===== src/twl_pkg.sv =====
// Purpose: constants for the table write / latch read execution block
// Assumes: 16-bit instruction words, 8-bit file registers, 16-bit table pointer
// Notes: opcode prefixes compared against instr[15:10]
package twl_pkg;
  localparam logic [5:0] TWL_WRITE_PREFIX = 6'h2B;  // 1010 11ti
  localparam logic [5:0] TWL_LREAD_PREFIX = 6'h28;  // 1010 00tx
  localparam int TWL_T_BIT = 9;
  localparam int TWL_I_BIT = 8;
  localparam logic [15:0] TWL_LATCH_RST = 16'h0000;
  localparam logic [15:0] TWL_PTR_RST = 16'h0000;
  localparam logic [15:0] TWL_EXT_BASE = 16'h1000;
  typedef enum logic [1:0] {
    TWL_IDLE,
    TWL_EXT_WR,
    TWL_INT_WR
  } twl_state_type;
endpackage


===== src/twl_table_write_latch_read.sv =====
// Purpose: executes table write and latch read instructions of the core
// Assumes: one instruction offered per instr_valid_i pulse while ready is high
// Notes: program memory is outside; writes handed over on pm_wr_* ports
//
// How it works
// - table write opcode 1010 11ti ffff ffff
// - t selects low or high latch byte
// - whole latch written at table pointer address
// - i set increments pointer after write
// - external memory write takes two cycles
// - internal EPROM write ends on interrupt
// - low programming voltage still runs sequence
// - latch read copies latch byte to file
// - t=1 high byte, t=0 low byte
// - latch read leaves latch unchanged
// - latch read moves table read data
`timescale 1ns/1ns
module twl_table_write_latch_read
  import twl_pkg::*;
#(
  parameter logic [15:0] EXT_BASE = TWL_EXT_BASE
) (
  // clock and reset
  input wire logic ref_clk_i,
  input wire logic rst_b_i,
  // instruction issue
  input wire logic instr_valid_i,
  input wire logic [15:0] instr_i,
  output logic ready_o,
  // file register data read by the core for operand f
  input wire logic [7:0] file_data_i,
  // table read capture from program memory, and pointer load
  input wire logic table_read_op_i,
  input wire logic [15:0] table_read_data_i,
  input wire logic table_read_inc_i,
  input wire logic ptr_load_i,
  input wire logic [15:0] ptr_load_data_i,
  // program memory write side
  output logic pm_wr_o,
  output logic pm_wr_internal_o,
  output logic [15:0] pm_addr_o,
  output logic [15:0] pm_data_o,
  input wire logic irq_i,
  input wire logic clear_and_program_voltage_pin_i,
  // file register write back
  output logic file_we_o,
  output logic [7:0] file_addr_o,
  output logic [7:0] file_data_o,
  // status
  output logic [15:0] table_latch_o,
  output logic [15:0] table_pointer_o,
  output logic prog_voltage_low_o,
  output logic done_o
);
  twl_state_type state_q, state_d;
  logic [7:0] table_latch_high_q, table_latch_high_d;
  logic [7:0] table_latch_low_q, table_latch_low_d;
  logic [15:0] table_pointer_q, table_pointer_d;
  logic inc_q, inc_d;
  logic pm_wr_q, pm_wr_d;
  logic pm_int_q, pm_int_d;
  logic [15:0] pm_addr_q, pm_addr_d;
  logic [15:0] pm_data_q, pm_data_d;
  logic file_we_q, file_we_d;
  logic [7:0] file_addr_q, file_addr_d;
  logic [7:0] file_data_q, file_data_d;
  logic vlow_q, vlow_d;
  logic done_q, done_d;
  logic is_write, is_lread, t_sel;
  logic [15:0] new_latch;
  logic to_internal, write_end;

  assign ready_o = (state_q == TWL_IDLE);
  assign is_write = instr_valid_i && ready_o && (instr_i[15:10] == TWL_WRITE_PREFIX);
  assign is_lread = instr_valid_i && ready_o && (instr_i[15:10] == TWL_LREAD_PREFIX);
  assign t_sel = instr_i[TWL_T_BIT];
  // below the external base is on-chip EPROM
  assign to_internal = (table_pointer_q < EXT_BASE);
  // pointer steps only once the write is over, so the strobe sees a steady address
  assign write_end = (state_q == TWL_EXT_WR) || ((state_q == TWL_INT_WR) && irq_i);
  assign new_latch = t_sel ? {file_data_i, table_latch_low_q} :
    {table_latch_high_q, file_data_i};

  // write sequencing: one strobe cycle off chip, a held strobe on chip
  always_comb begin
    state_d = state_q;
    inc_d = inc_q;
    pm_wr_d = 1'b0;
    pm_int_d = pm_int_q;
    pm_addr_d = pm_addr_q;
    pm_data_d = pm_data_q;
    vlow_d = vlow_q;
    done_d = 1'b0;
    case (state_q)
      TWL_IDLE: begin
        if (is_write) begin
          pm_addr_d = table_pointer_q;
          pm_data_d = new_latch;
          pm_wr_d = 1'b1;
          inc_d = instr_i[TWL_I_BIT];
          pm_int_d = to_internal;
          // sequence runs regardless of pin; the flag reports likely failure
          vlow_d = to_internal && !clear_and_program_voltage_pin_i;
          state_d = to_internal ? TWL_INT_WR : TWL_EXT_WR;
        end else if (is_lread) begin
          done_d = 1'b1;
        end
      end
      TWL_EXT_WR: begin
        done_d = 1'b1;
        state_d = TWL_IDLE;
      end
      TWL_INT_WR: begin
        // no cycle limit here: a missing interrupt keeps the block busy
        pm_wr_d = !irq_i;
        if (irq_i) begin
          done_d = 1'b1;
          state_d = TWL_IDLE;
        end
      end
      default: begin
        state_d = TWL_IDLE;
      end
    endcase
  end

  always_ff @(posedge ref_clk_i or negedge rst_b_i) begin
    if (!rst_b_i) begin
      state_q <= TWL_IDLE;
      inc_q <= 1'b0;
      pm_wr_q <= 1'b0;
      pm_int_q <= 1'b0;
      pm_addr_q <= 16'h0000;
      pm_data_q <= 16'h0000;
      vlow_q <= 1'b0;
      done_q <= 1'b0;
    end else begin
      state_q <= state_d;
      inc_q <= inc_d;
      pm_wr_q <= pm_wr_d;
      pm_int_q <= pm_int_d;
      pm_addr_q <= pm_addr_d;
      pm_data_q <= pm_data_d;
      vlow_q <= vlow_d;
      done_q <= done_d;
    end
  end

  // table read capture fills the latch that a latch read later drains
  always_comb begin
    table_latch_high_d = table_latch_high_q;
    table_latch_low_d = table_latch_low_q;
    if (table_read_op_i && ready_o) begin
      table_latch_high_d = table_read_data_i[15:8];
      table_latch_low_d = table_read_data_i[7:0];
    end
    // of the two instructions only a table write loads a byte; a latch read leaves both alone
    if (is_write) begin
      table_latch_high_d = new_latch[15:8];
      table_latch_low_d = new_latch[7:0];
    end
  end

  always_ff @(posedge ref_clk_i or negedge rst_b_i) begin
    if (!rst_b_i) begin
      table_latch_high_q <= TWL_LATCH_RST[15:8];
      table_latch_low_q <= TWL_LATCH_RST[7:0];
    end else begin
      table_latch_high_q <= table_latch_high_d;
      table_latch_low_q <= table_latch_low_d;
    end
  end

  // pointer: load and table read step while idle, optional step after a write
  always_comb begin
    table_pointer_d = table_pointer_q;
    if (ptr_load_i && ready_o) begin
      table_pointer_d = ptr_load_data_i;
    end
    if (table_read_op_i && ready_o && table_read_inc_i) begin
      table_pointer_d = table_pointer_q + 16'h0001;
    end
    if (write_end && inc_q) begin
      table_pointer_d = table_pointer_q + 16'h0001;
    end
  end

  always_ff @(posedge ref_clk_i or negedge rst_b_i) begin
    if (!rst_b_i) begin
      table_pointer_q <= TWL_PTR_RST;
    end else begin
      table_pointer_q <= table_pointer_d;
    end
  end

  // file write-back; no status flag exists here, so none is ever touched
  always_comb begin
    file_we_d = 1'b0;
    file_addr_d = file_addr_q;
    file_data_d = file_data_q;
    if (is_lread) begin
      file_data_d = t_sel ? table_latch_high_q : table_latch_low_q;
      file_addr_d = instr_i[7:0];
      file_we_d = 1'b1;
    end
  end

  always_ff @(posedge ref_clk_i or negedge rst_b_i) begin
    if (!rst_b_i) begin
      file_we_q <= 1'b0;
      file_addr_q <= 8'h00;
      file_data_q <= 8'h00;
    end else begin
      file_we_q <= file_we_d;
      file_addr_q <= file_addr_d;
      file_data_q <= file_data_d;
    end
  end

  assign pm_wr_o = pm_wr_q;
  assign pm_wr_internal_o = pm_int_q;
  assign pm_addr_o = pm_addr_q;
  assign pm_data_o = pm_data_q;
  assign file_we_o = file_we_q;
  assign file_addr_o = file_addr_q;
  assign file_data_o = file_data_q;
  assign table_latch_o = {table_latch_high_q, table_latch_low_q};
  assign table_pointer_o = table_pointer_q;
  assign prog_voltage_low_o = vlow_q;
  assign done_o = done_q;
endmodule


===== config.mk =====
export PLATFORM = sky130hd
export DESIGN_NAME = twl_table_write_latch_read
export DESIGN_NICKNAME = d
export VERILOG_FILES = /design/src/twl_pkg.sv /design/src/twl_table_write_latch_read.sv
export SDC_FILE = /design/constraint.sdc
export NUM_CORES = 1
export LEC_CHECK = 0
export CORE_ASPECT_RATIO = 1.4
export CORE_UTILIZATION = 28
export DETAILED_ROUTE_END_ITERATION = 8
export DONT_BUFFER_PORTS = 1
export SYNTH_ARGS = -nofsm -noshare
export SYNTH_HDL_FRONTEND = slang
export SYNTH_SLANG_ARGS = --single-unit
export TNS_END_PERCENT = 20

===== constraint.sdc =====
create_clock -name ref_clk_i -period 2.3 [get_ports ref_clk_i]
set_input_delay 0.115 -clock ref_clk_i [delete_from_list [all_inputs] [get_ports ref_clk_i]]
set_output_delay 0.115 -clock ref_clk_i [all_outputs]
set_load 0.005 [all_outputs]

# Yosys cells after proc, flatten, opt, wreduce, memory -nomap -nowiden
# Cells that the tools add are included.
# totals
out_inout_bits	86
regBits	88
in_bits	64
# op_classes
magnitude_cmp	1
n_eq_ne	6
muxes	19
n_addsub	1
reduce_logical	17
# op_table
operator	count
16-bit 2-to-1 mux	4
8-bit 2-to-1 mux	5
16-bit by 1-bit adder with 16-bit output (second input constant)	1
16-bit by 13-bit < comparator with 1-bit output (second input constant)	1
6-bit == test (second input constant)	2
1-bit logical AND	9
2-bit 2-to-1 mux	3
1-bit 2-to-1 mux	4
2-bit one-hot mux with 2 select lines	1
2-bit AND reduction	2
1-bit one-hot mux with 3 select lines	1
3-bit nonzero test	1
2-bit by 1-bit == test with 1-bit output (second input constant)	1
2-bit == test (second input constant)	1
1-bit zero test	2
2-bit zero test	1
2-bit by 1-bit != test with 1-bit output (second input constant)	1
2-bit != test (second input constant)	1
1-bit one-hot mux with 2 select lines	1
2-bit nonzero test	1
1-bit logical OR	1

# Longest topological paths before layout
# Gate-level depths: netlist of run 1.
# logic_depth
word_depth	6
ltp_mapped	6
mapped_depth_nobuf	5

# Worst setup path after synthesis of run 1
# Ideal clock, no wire load.
# synth_timing
path_type	register to register
startpoint	register state_q[0]
endpoint	register table_pointer_q[11], in the netlist table_pointer_o[11]
path_slack_ns	0.682
path_stages_with_launch	7
period_less_slack_ns	1.618
setup_time_ns	0.130
arrival_ns	1.488
path_cell_list	dfrtp_1 -> buf_4 -> or3b_4 -> a21oi_2 -> buf_6 -> mux2i_1 -> mux2i_1
# synth_between
elab_chain_cells	5
elab_cells_between_ends	12
# synth_rtl
element	line	rtl
start, declared	twl_table_write_latch_read.sv:55	twl_state_type state_q, state_d;
start signal, assigned	twl_table_write_latch_read.sv:138	state_q <= state_d;
2-bit == test / 2-bit zero test (equally long branches)	twl_table_write_latch_read.sv:80, twl_table_write_latch_read.sv:73	
1-bit logical AND (on tied branches)	twl_table_write_latch_read.sv:80, twl_table_write_latch_read.sv:180	
1-bit logical OR / 1-bit logical AND (equally long branches)	twl_table_write_latch_read.sv:80, twl_table_write_latch_read.sv:180	
1-bit logical AND / 16-bit 2-to-1 mux (equally long branches)	twl_table_write_latch_read.sv:183, twl_table_write_latch_read.sv:180	
3-bit nonzero test (no source line) / 16-bit 2-to-1 mux (equally long branches)	-	
end signal, assigned	twl_table_write_latch_read.sv:192	table_pointer_q <= table_pointer_d;
end, declared	twl_table_write_latch_read.sv:58	logic [15:0] table_pointer_q, table_pointer_d;
# Several ways; a longest one is shown, not always the timed one.
# A chain may end at the register's enable or synchronous reset.

# Final worst setup path of run 1
# layout_timing
startpoint	register state_q[1]
endpoint	register table_latch_low_q[1]
# layout_between
elab_chain_cells	4
elab_cells_between_ends	6
# layout_rtl
element	line	rtl
2-bit zero test (*)	twl_table_write_latch_read.sv:73	assign ready_o = (state_q == TWL_IDLE);
1-bit logical AND (2 in a row)	twl_table_write_latch_read.sv:74	assign is_write = instr_valid_i && ready_o && (instr_i[15:10] == TWL_WRITE_PREFIX);
8-bit 2-to-1 mux / 2-bit nonzero test (equally long branches)	-	
end signal, assigned	twl_table_write_latch_read.sv:167	table_latch_low_q <= TWL_LATCH_RST[7:0];
end signal, assigned	twl_table_write_latch_read.sv:170	table_latch_low_q <= table_latch_low_d;
end, declared	twl_table_write_latch_read.sv:57	logic [7:0] table_latch_low_q, table_latch_low_d;
# Mark *: on every way between the ends. The rest lies on a longest branch, timed or not.

==> results.json, run 1 <==
{
  "cp-startpoint": "state_q[1]",
  "final_layout_size_suffix_gt1_share_pct": 19.0,
  "dp_cells": 537,
  "synth_seq_area_share_pct": 52.6,
  "fillCellCount": 1418,
  "status": "finished, final reports clean",
  "reg2reg_depth": 5,
  "clock_path_buffers": 2,
  "synthTopCellsByArea": "dfrtp_1 53%, mux2i_1 6.9%, mux2_2 5.9%",
  "slowest_delay_ps": 460,
  "tritoncts": "yes",
  "syn-cell-area_um2": 4190,
  "stdcell_count": 590,
  "drt_first_pass_iters": 4,
  "slew_headroom_pct": 64.4,
  "setup_viol": 0,
  "drc": 0,
  "seq_area_um2": 2200,
  "r2r_end": "table_latch_low_q[1]",
  "synthToLayoutAreaGrowth_pct": 21.0,
  "hold_viol": 0,
  "synth_cell_type_count": 61,
  "tightest_slew_ps": 534,
  "fmax_ghz": 0.510,
  "synth_common_cells": "88 x dfrtp_1, 40 x nand2_1, 29 x mux2i_1, 29 x o21ai_0, 22 x mux2_2",
  "p_per_area_nw_per_um2": 756,
  "vias": 3073,
  "overflow": 0,
  "n_antenna_cell": 0,
  "synth_largest_area_cell": "dfrtp_1",
  "rsz0062_at_grt": "no",
  "path_max_fanout": 28,
  "fp-row-count": 52,
  "crit_path_cell_trace": "nor2_1 -> nand4_4 -> buf_4 -> o21bai_2 -> o221a_2",
  "ys.flop_type": "dfrtp_1",
  "ctsRootBufferMaster": "clkbuf_16",
  "r2r_slack_ps": 340,
  "grt_pass1_vias": 3252,
  "initial_utilization_pct": 28.9,
  "hpwl_um": 8310,
  "wl_per_cell_um": 19.9,
  "yosysMostFrequentCell": "dfrtp_1",
  "leakagePower_nw": 2.25,
  "nets": 461,
  "syn-num-nets": 423,
  "cts-htree-levels": 3,
  "synth.top_cell.area_share_pct": 52.6,
  "core_um2": 14500,
  "synth_cells": 358,
  "multi_input_area_um2": 1860,
  "dieHeight_um": 147,
  "die_w_um": 105,
  "drt_iter0_drc": 186,
  "ctsResizeCount": 0,
  "insertion_delay_ps": 340,
  "grt_antenna_before_repair": 0,
  "hp-start": "file_data_i[2]",
  "grt_pass1_wl_um": 18300,
  "place_congestion": 0.854,
  "totalWireLength_um": 11700,
  "postLayoutCoreUtil_pct": 34.9,
  "min_path_cells": 2,
  "crit_path_top_delay_cell": "dfrtp_1",
  "final_antenna_net_count": 0,
  "die-area_um2": 15500,
  "min_to": "pm_data_o[10]",
  "viasPerCell": 5.21,
  "fin_setup_tns_ps": 0,
  "grt_usage_pct": 15.4,
  "cts_buffers": 9,
  "crit_type": "reg2reg",
  "synth_area_per_cell_um2": 11.7,
  "maxSlewViolCount": 0,
  "critPathCaptureType": "flop",
  "crit_path_start_kind": "flop",
  "required_ps": 2570,
  "drv_cap": 0,
  "port_buffers": 0,
  "worst-endpoint-arrival_ps": 2230,
  "finalCriticalPeriod_ps": 1960,
  "grt_max_degree": 89,
  "ys_warn_count": 0,
  "async_flop_share_pct": 100,
  "hold_class": "in2reg",
  "io_pins": 150,
  "reg2reg_from": "state_q[1]",
  "cts.sinks": 88,
  "min_period_over_period_pct": 85.2,
  "ir_worst_vdd_v": 0.000372,
  "path_clk_slew_ps": 70,
  "synth_seq_cells": 88,
  "fin_skew_ps": 8.55,
  "synth_edf_count": 0
}
-- area by class of cell --
class / instances / share of cell area [%]
inverters: 5 / 0.371
clock inverters: 5 / 0.791
well taps: 189 / 4.67
clock buffers: 11 / 4.79
multi-input cells: 245 / 36.8
flip-flops and latches: 88 / 43.5
repair buffers: 47 / 9.14
-- worst max-delay path by stage --
stage | endpoint | depth (start not counted) | slack (ps)
3_3_place_gp | table_pointer_o[9] | 5 | 380
2_1_floorplan | table_pointer_o[11] | 6 | 680
3_5_place_dp | table_latch_low_q[1] | 5 | 320
6_report | table_latch_low_q[1] | 5 | 340
4_1_cts | table_latch_low_q[1] | 5 | 300
5_1_grt | table_latch_low_q[5] | 5 | 190
-- cell usage in the layout (no fill, tap or decap), types with 4 or more instances in the layout --
cell,synthesis,routed
and3_1,7,7
o211ai_1,5,5
mux2_2,22,22
o221a_1,6,6
clkbuf_16,0,9
nand2_1,40,40
mux2i_1,29,29
buf_4,1,10
o21ai_0,29,29
a211oi_1,4,4
nand4_1,7,7
dlygate4sd3_1,0,36
inv_1,5,5
nor2_1,10,10
nand2b_1,20,20
nand3_1,5,5
o221a_2,10,10
dfrtp_1,88,88
-- worst max-delay path: cells and delay by family, from the launching register on --
family	cells	cell delay [ps]
AOI/OAI and AO/OA	2	640
DFF	1	460
buffers and inverters	1	300
and+or+nand+nor	2	500
-- kinds of logic (layout without fill, tap and decap cells) --
group	count (synthesis)	after routing	synth area share, %
adder cells (fa/ha/maj)	1	1	0.299
flip-flops	88	88	52.6
multiplexers	51	51	12.9
AND/OR/NAND/NOR	113	113	15.8
buffers and inverters	25	68	2.93
AO/OA/AOI/OAI	80	80	15.5
-- metrics by stage --
stage	setup slack (ps)	total power, W	hold slack [ps]	area, um^2
after global routing	189	0.00401	10.0	5060
after detailed placement	319	0.00237	-179	4390
after global placement	380	0.00235	-179	4390
after floorplan	682	0.00223	-181	4190
final	340	0.00383	17.6	5060
after CTS	304	0.00388	1.16	5060
-- what timing repair did --
action / 4_1_cts / 5_1_grt
buffers inserted: 0 / 0
hold buffers: 37 / 0
endpoints found under the hold margin: 139 / 0
-- metal layers --
layer | GRT usage [%] | share of wire (%)
met1 | 17.5 | 37
met2 | 26.9 | 51
met3 | 5.13 | 10
met4 | 5.35 | 1.5
met5 | 0 | 0
-- power breakdown --
part	total (W)	internal, W	switching, W
clock network	0.00140	0.000770	0.000627
logic	0.000443	0.000233	0.000210
registers	0.00199	0.00174	0.000244
-- registers in the layout, summed over array words and instances (netlist names) --
signal              cells
pm_addr_o              16
pm_data_o              16
table_pointer_o        16
file_addr_o             8
file_data_o             8
table_latch_high_q      8
table_latch_low_q       8
state_q                 2
done_o                  1
file_we_o               1
inc_q                   1
pm_wr_internal_o        1
pm_wr_o                 1
prog_voltage_low_o      1
Note: power is estimated with default switching activity, not from simulation.
==> run 2, diff against run 1 <==
--- a/config.mk
+++ b/config.mk
@@ -5,10 +5,13 @@
 export SDC_FILE = /design/constraint.sdc
 export NUM_CORES = 1
 export LEC_CHECK = 0
+export CELL_PAD_IN_SITES_DETAIL_PLACEMENT = 0
+export CELL_PAD_IN_SITES_GLOBAL_PLACEMENT = 2
 export CORE_ASPECT_RATIO = 1.4
 export CORE_UTILIZATION = 28
 export DETAILED_ROUTE_END_ITERATION = 8
 export DONT_BUFFER_PORTS = 1
+export PLACE_DENSITY_LB_ADDON = 0.1
 export SYNTH_ARGS = -nofsm -noshare
 export SYNTH_HDL_FRONTEND = slang
 export SYNTH_SLANG_ARGS = --single-unit
==> run 2 against run 1 <==
Net effect:
- register-to-register slack is essentially flat
- cell area increased by 0.91%
- routed wire length is 5.4% higher
- count of clock-buffer cells in the layout is the same
- utilization increased by 0.32 points
- final cell count grew 0.34%
- via count decreased by 2.0%
- critical endpoint is now table_latch_high_q[0]
- highest routed layer unchanged
==> results.json, run 2 (synthesized netlist as in run 1, its figures left out) <==
{
  "status": "finished, final reports clean",
  "vias": 3013,
  "grtUsageMet3_pct": 5.04,
  "r2r_slack_ps": 350,
  "crit_path_top_delay_cell": "or2_0",
  "path_clk_slew_ps": 70,
  "grt_pass1_vias": 3210,
  "critPathCaptureType": "flop",
  "viasPerCell": 5.09,
  "hpwl_um": 8740,
  "maxSlewViolCount": 0,
  "fillCellCount": 1465,
  "nets": 463,
  "cp_num_buf_inv": 0,
  "worst-endpoint-arrival_ps": 2180,
  "switching_share_pct": 26.8,
  "drv_cap": 0,
  "final_antenna_net_count": 0,
  "grt_max_degree": 89,
  "synthToLayoutAreaGrowth_pct": 22.1,
  "crit_type": "reg2reg",
  "slowest_delay_ps": 510,
  "fin_skew_ps": 5.95,
  "path_max_fanout": 24,
  "final_common_cell": "dfrtp_1",
  "seq_power_share_pct": 49.2,
  "cts-htree-levels": 3,
  "p_clk_share_pct": 39.2,
  "drt_first_pass_iters": 4,
  "gr-usage-met2_pct": 30.2,
  "fp-row-count": 52,
  "grt_busiest_layer": "met2",
  "setup_viol": 0,
  "layout.cells.most_common_list": "88 x dfrtp_1, 40 x nand2_1, 36 x dlygate4sd3_1",
  "overflow": 0,
  "core_um2": 14500,
  "fmax_ghz": 0.512,
  "grt_usage_pct": 16.7,
  "io_pins": 150,
  "cts_buffers": 9,
  "hold_viol": 0,
  "port_buffers": 0,
  "tritoncts": "yes",
  "initial_utilization_pct": 28.9,
  "hold_class": "in2reg",
  "dieHeight_um": 147,
  "rsz0062_at_grt": "no",
  "insertion_delay_ps": 340,
  "totalWireLength_um": 12300,
  "finalCriticalPeriod_ps": 1950,
  "slew_headroom_pct": 53.3,
  "ctsRootBufferMaster": "clkbuf_16",
  "grt_pass1_wl_um": 19300,
  "p_per_area_nw_per_um2": 785,
  "die-area_um2": 15500,
  "p_int_w": 0.00294,
  "cts.sinks": 88,
  "clock_path_buffers": 2,
  "drt_iter0_drc": 78,
  "postLayoutCoreUtil_pct": 35.2,
  "leakagePower_nw": 2.28,
  "met1_usage_pct": 18.0,
  "ir_worst_vdd_v": 0.000370,
  "drc": 0,
  "p_comb_share_pct": 11.6,
  "min_period_over_period_pct": 84.9,
  "postLayoutCellArea_um2": 5110,
  "required_ps": 2530,
  "wl_per_cell_um": 20.9,
  "place_congestion": 0.763,
  "final_layout_size_suffix_gt1_share_pct": 19.1,
  "p_sw_w": 0.00107,
  "grt_antenna_before_repair": 0,
  "p_total_w": 0.00401,
  "crit_family": "simple AND/OR/NAND/NOR gates",
  "crit_path_cell_trace": "nor2_1 -> nand4_4 -> or2_0 -> o221a_2",
  "tightest_slew_ps": 698,
  "placed_area_um2": 4410,
  "n_antenna_cell": 0,
  "crit_path_start_kind": "flop",
  "fin_setup_tns_ps": 0,
  "die_w_um": 105
}
[run 2: what timing repair did]
action / 4_1_cts / 5_1_grt
gates resized for setup: 0 / 0
hold endpoints to repair: 144 / 0
buffers inserted: 0 / 0
hold buffers: 37 / 0
[run 2: worst paths after layout]
check,startpoint,endpoint,cells after the start
setup / recovery,state_q[1],table_latch_high_q[0],4
hold / removal,instr_i[9],file_data_o[4],2
setup reg to reg,state_q[1],table_latch_high_q[0],4
hold reg to reg,pm_data_o[5],pm_data_o[5],2
max in group asynchronous,rst_b_i,table_pointer_o[7],2
min in group asynchronous,rst_b_i,file_we_o,2
[run 2: through the flow]
step | instances | hold slack [ps] | worst slack (ps)
floorplan | 358 | -181 | 682
global placement | 539 | -179 | 308
detailed placement | 539 | -179 | 292
CTS | 592 | 1.53 | 289
global route | 592 | 16.2 | 176
finish | 592 | 6.38 | 347
[run 2: layout make-up]
cell class / instances / area [um^2] / share of cell area, %
Sequential cell: 88 / 2200 / 43.1
Inverter: 5 / 18.8 / 0.367
Tap cell: 189 / 236 / 4.63
Multi-Input combinational cell: 245 / 1860 / 36.4
Timing Repair Buffer: 49 / 478 / 9.35
Clock inverter: 5 / 81.3 / 1.59
Clock buffer: 11 / 233 / 4.55
[run 2: power groups by stage]
| stage | Sequential [W] | Combinational, W | Clock (W) |
|---|---|---|---|
| 2_1_floorplan | 0.00193 | 0.000306 | 0 |
| 3_3_place_gp | 0.00201 | 0.000363 | 0 |
| 3_5_place_dp | 0.00201 | 0.000372 | 0 |
| 4_1_cts | 0.00198 | 0.000477 | 0.00164 |
| 5_1_grt | 0.00201 | 0.000531 | 0.00169 |
| 6_report | 0.00197 | 0.000464 | 0.00157 |
[run 2: routing by layer]
metal  vias up  share of wire [%]
li1       1403                  -
met1      1489                 37
met2       106                 53
met3        15                7.0
met4         0                2.4
met5         -                  0
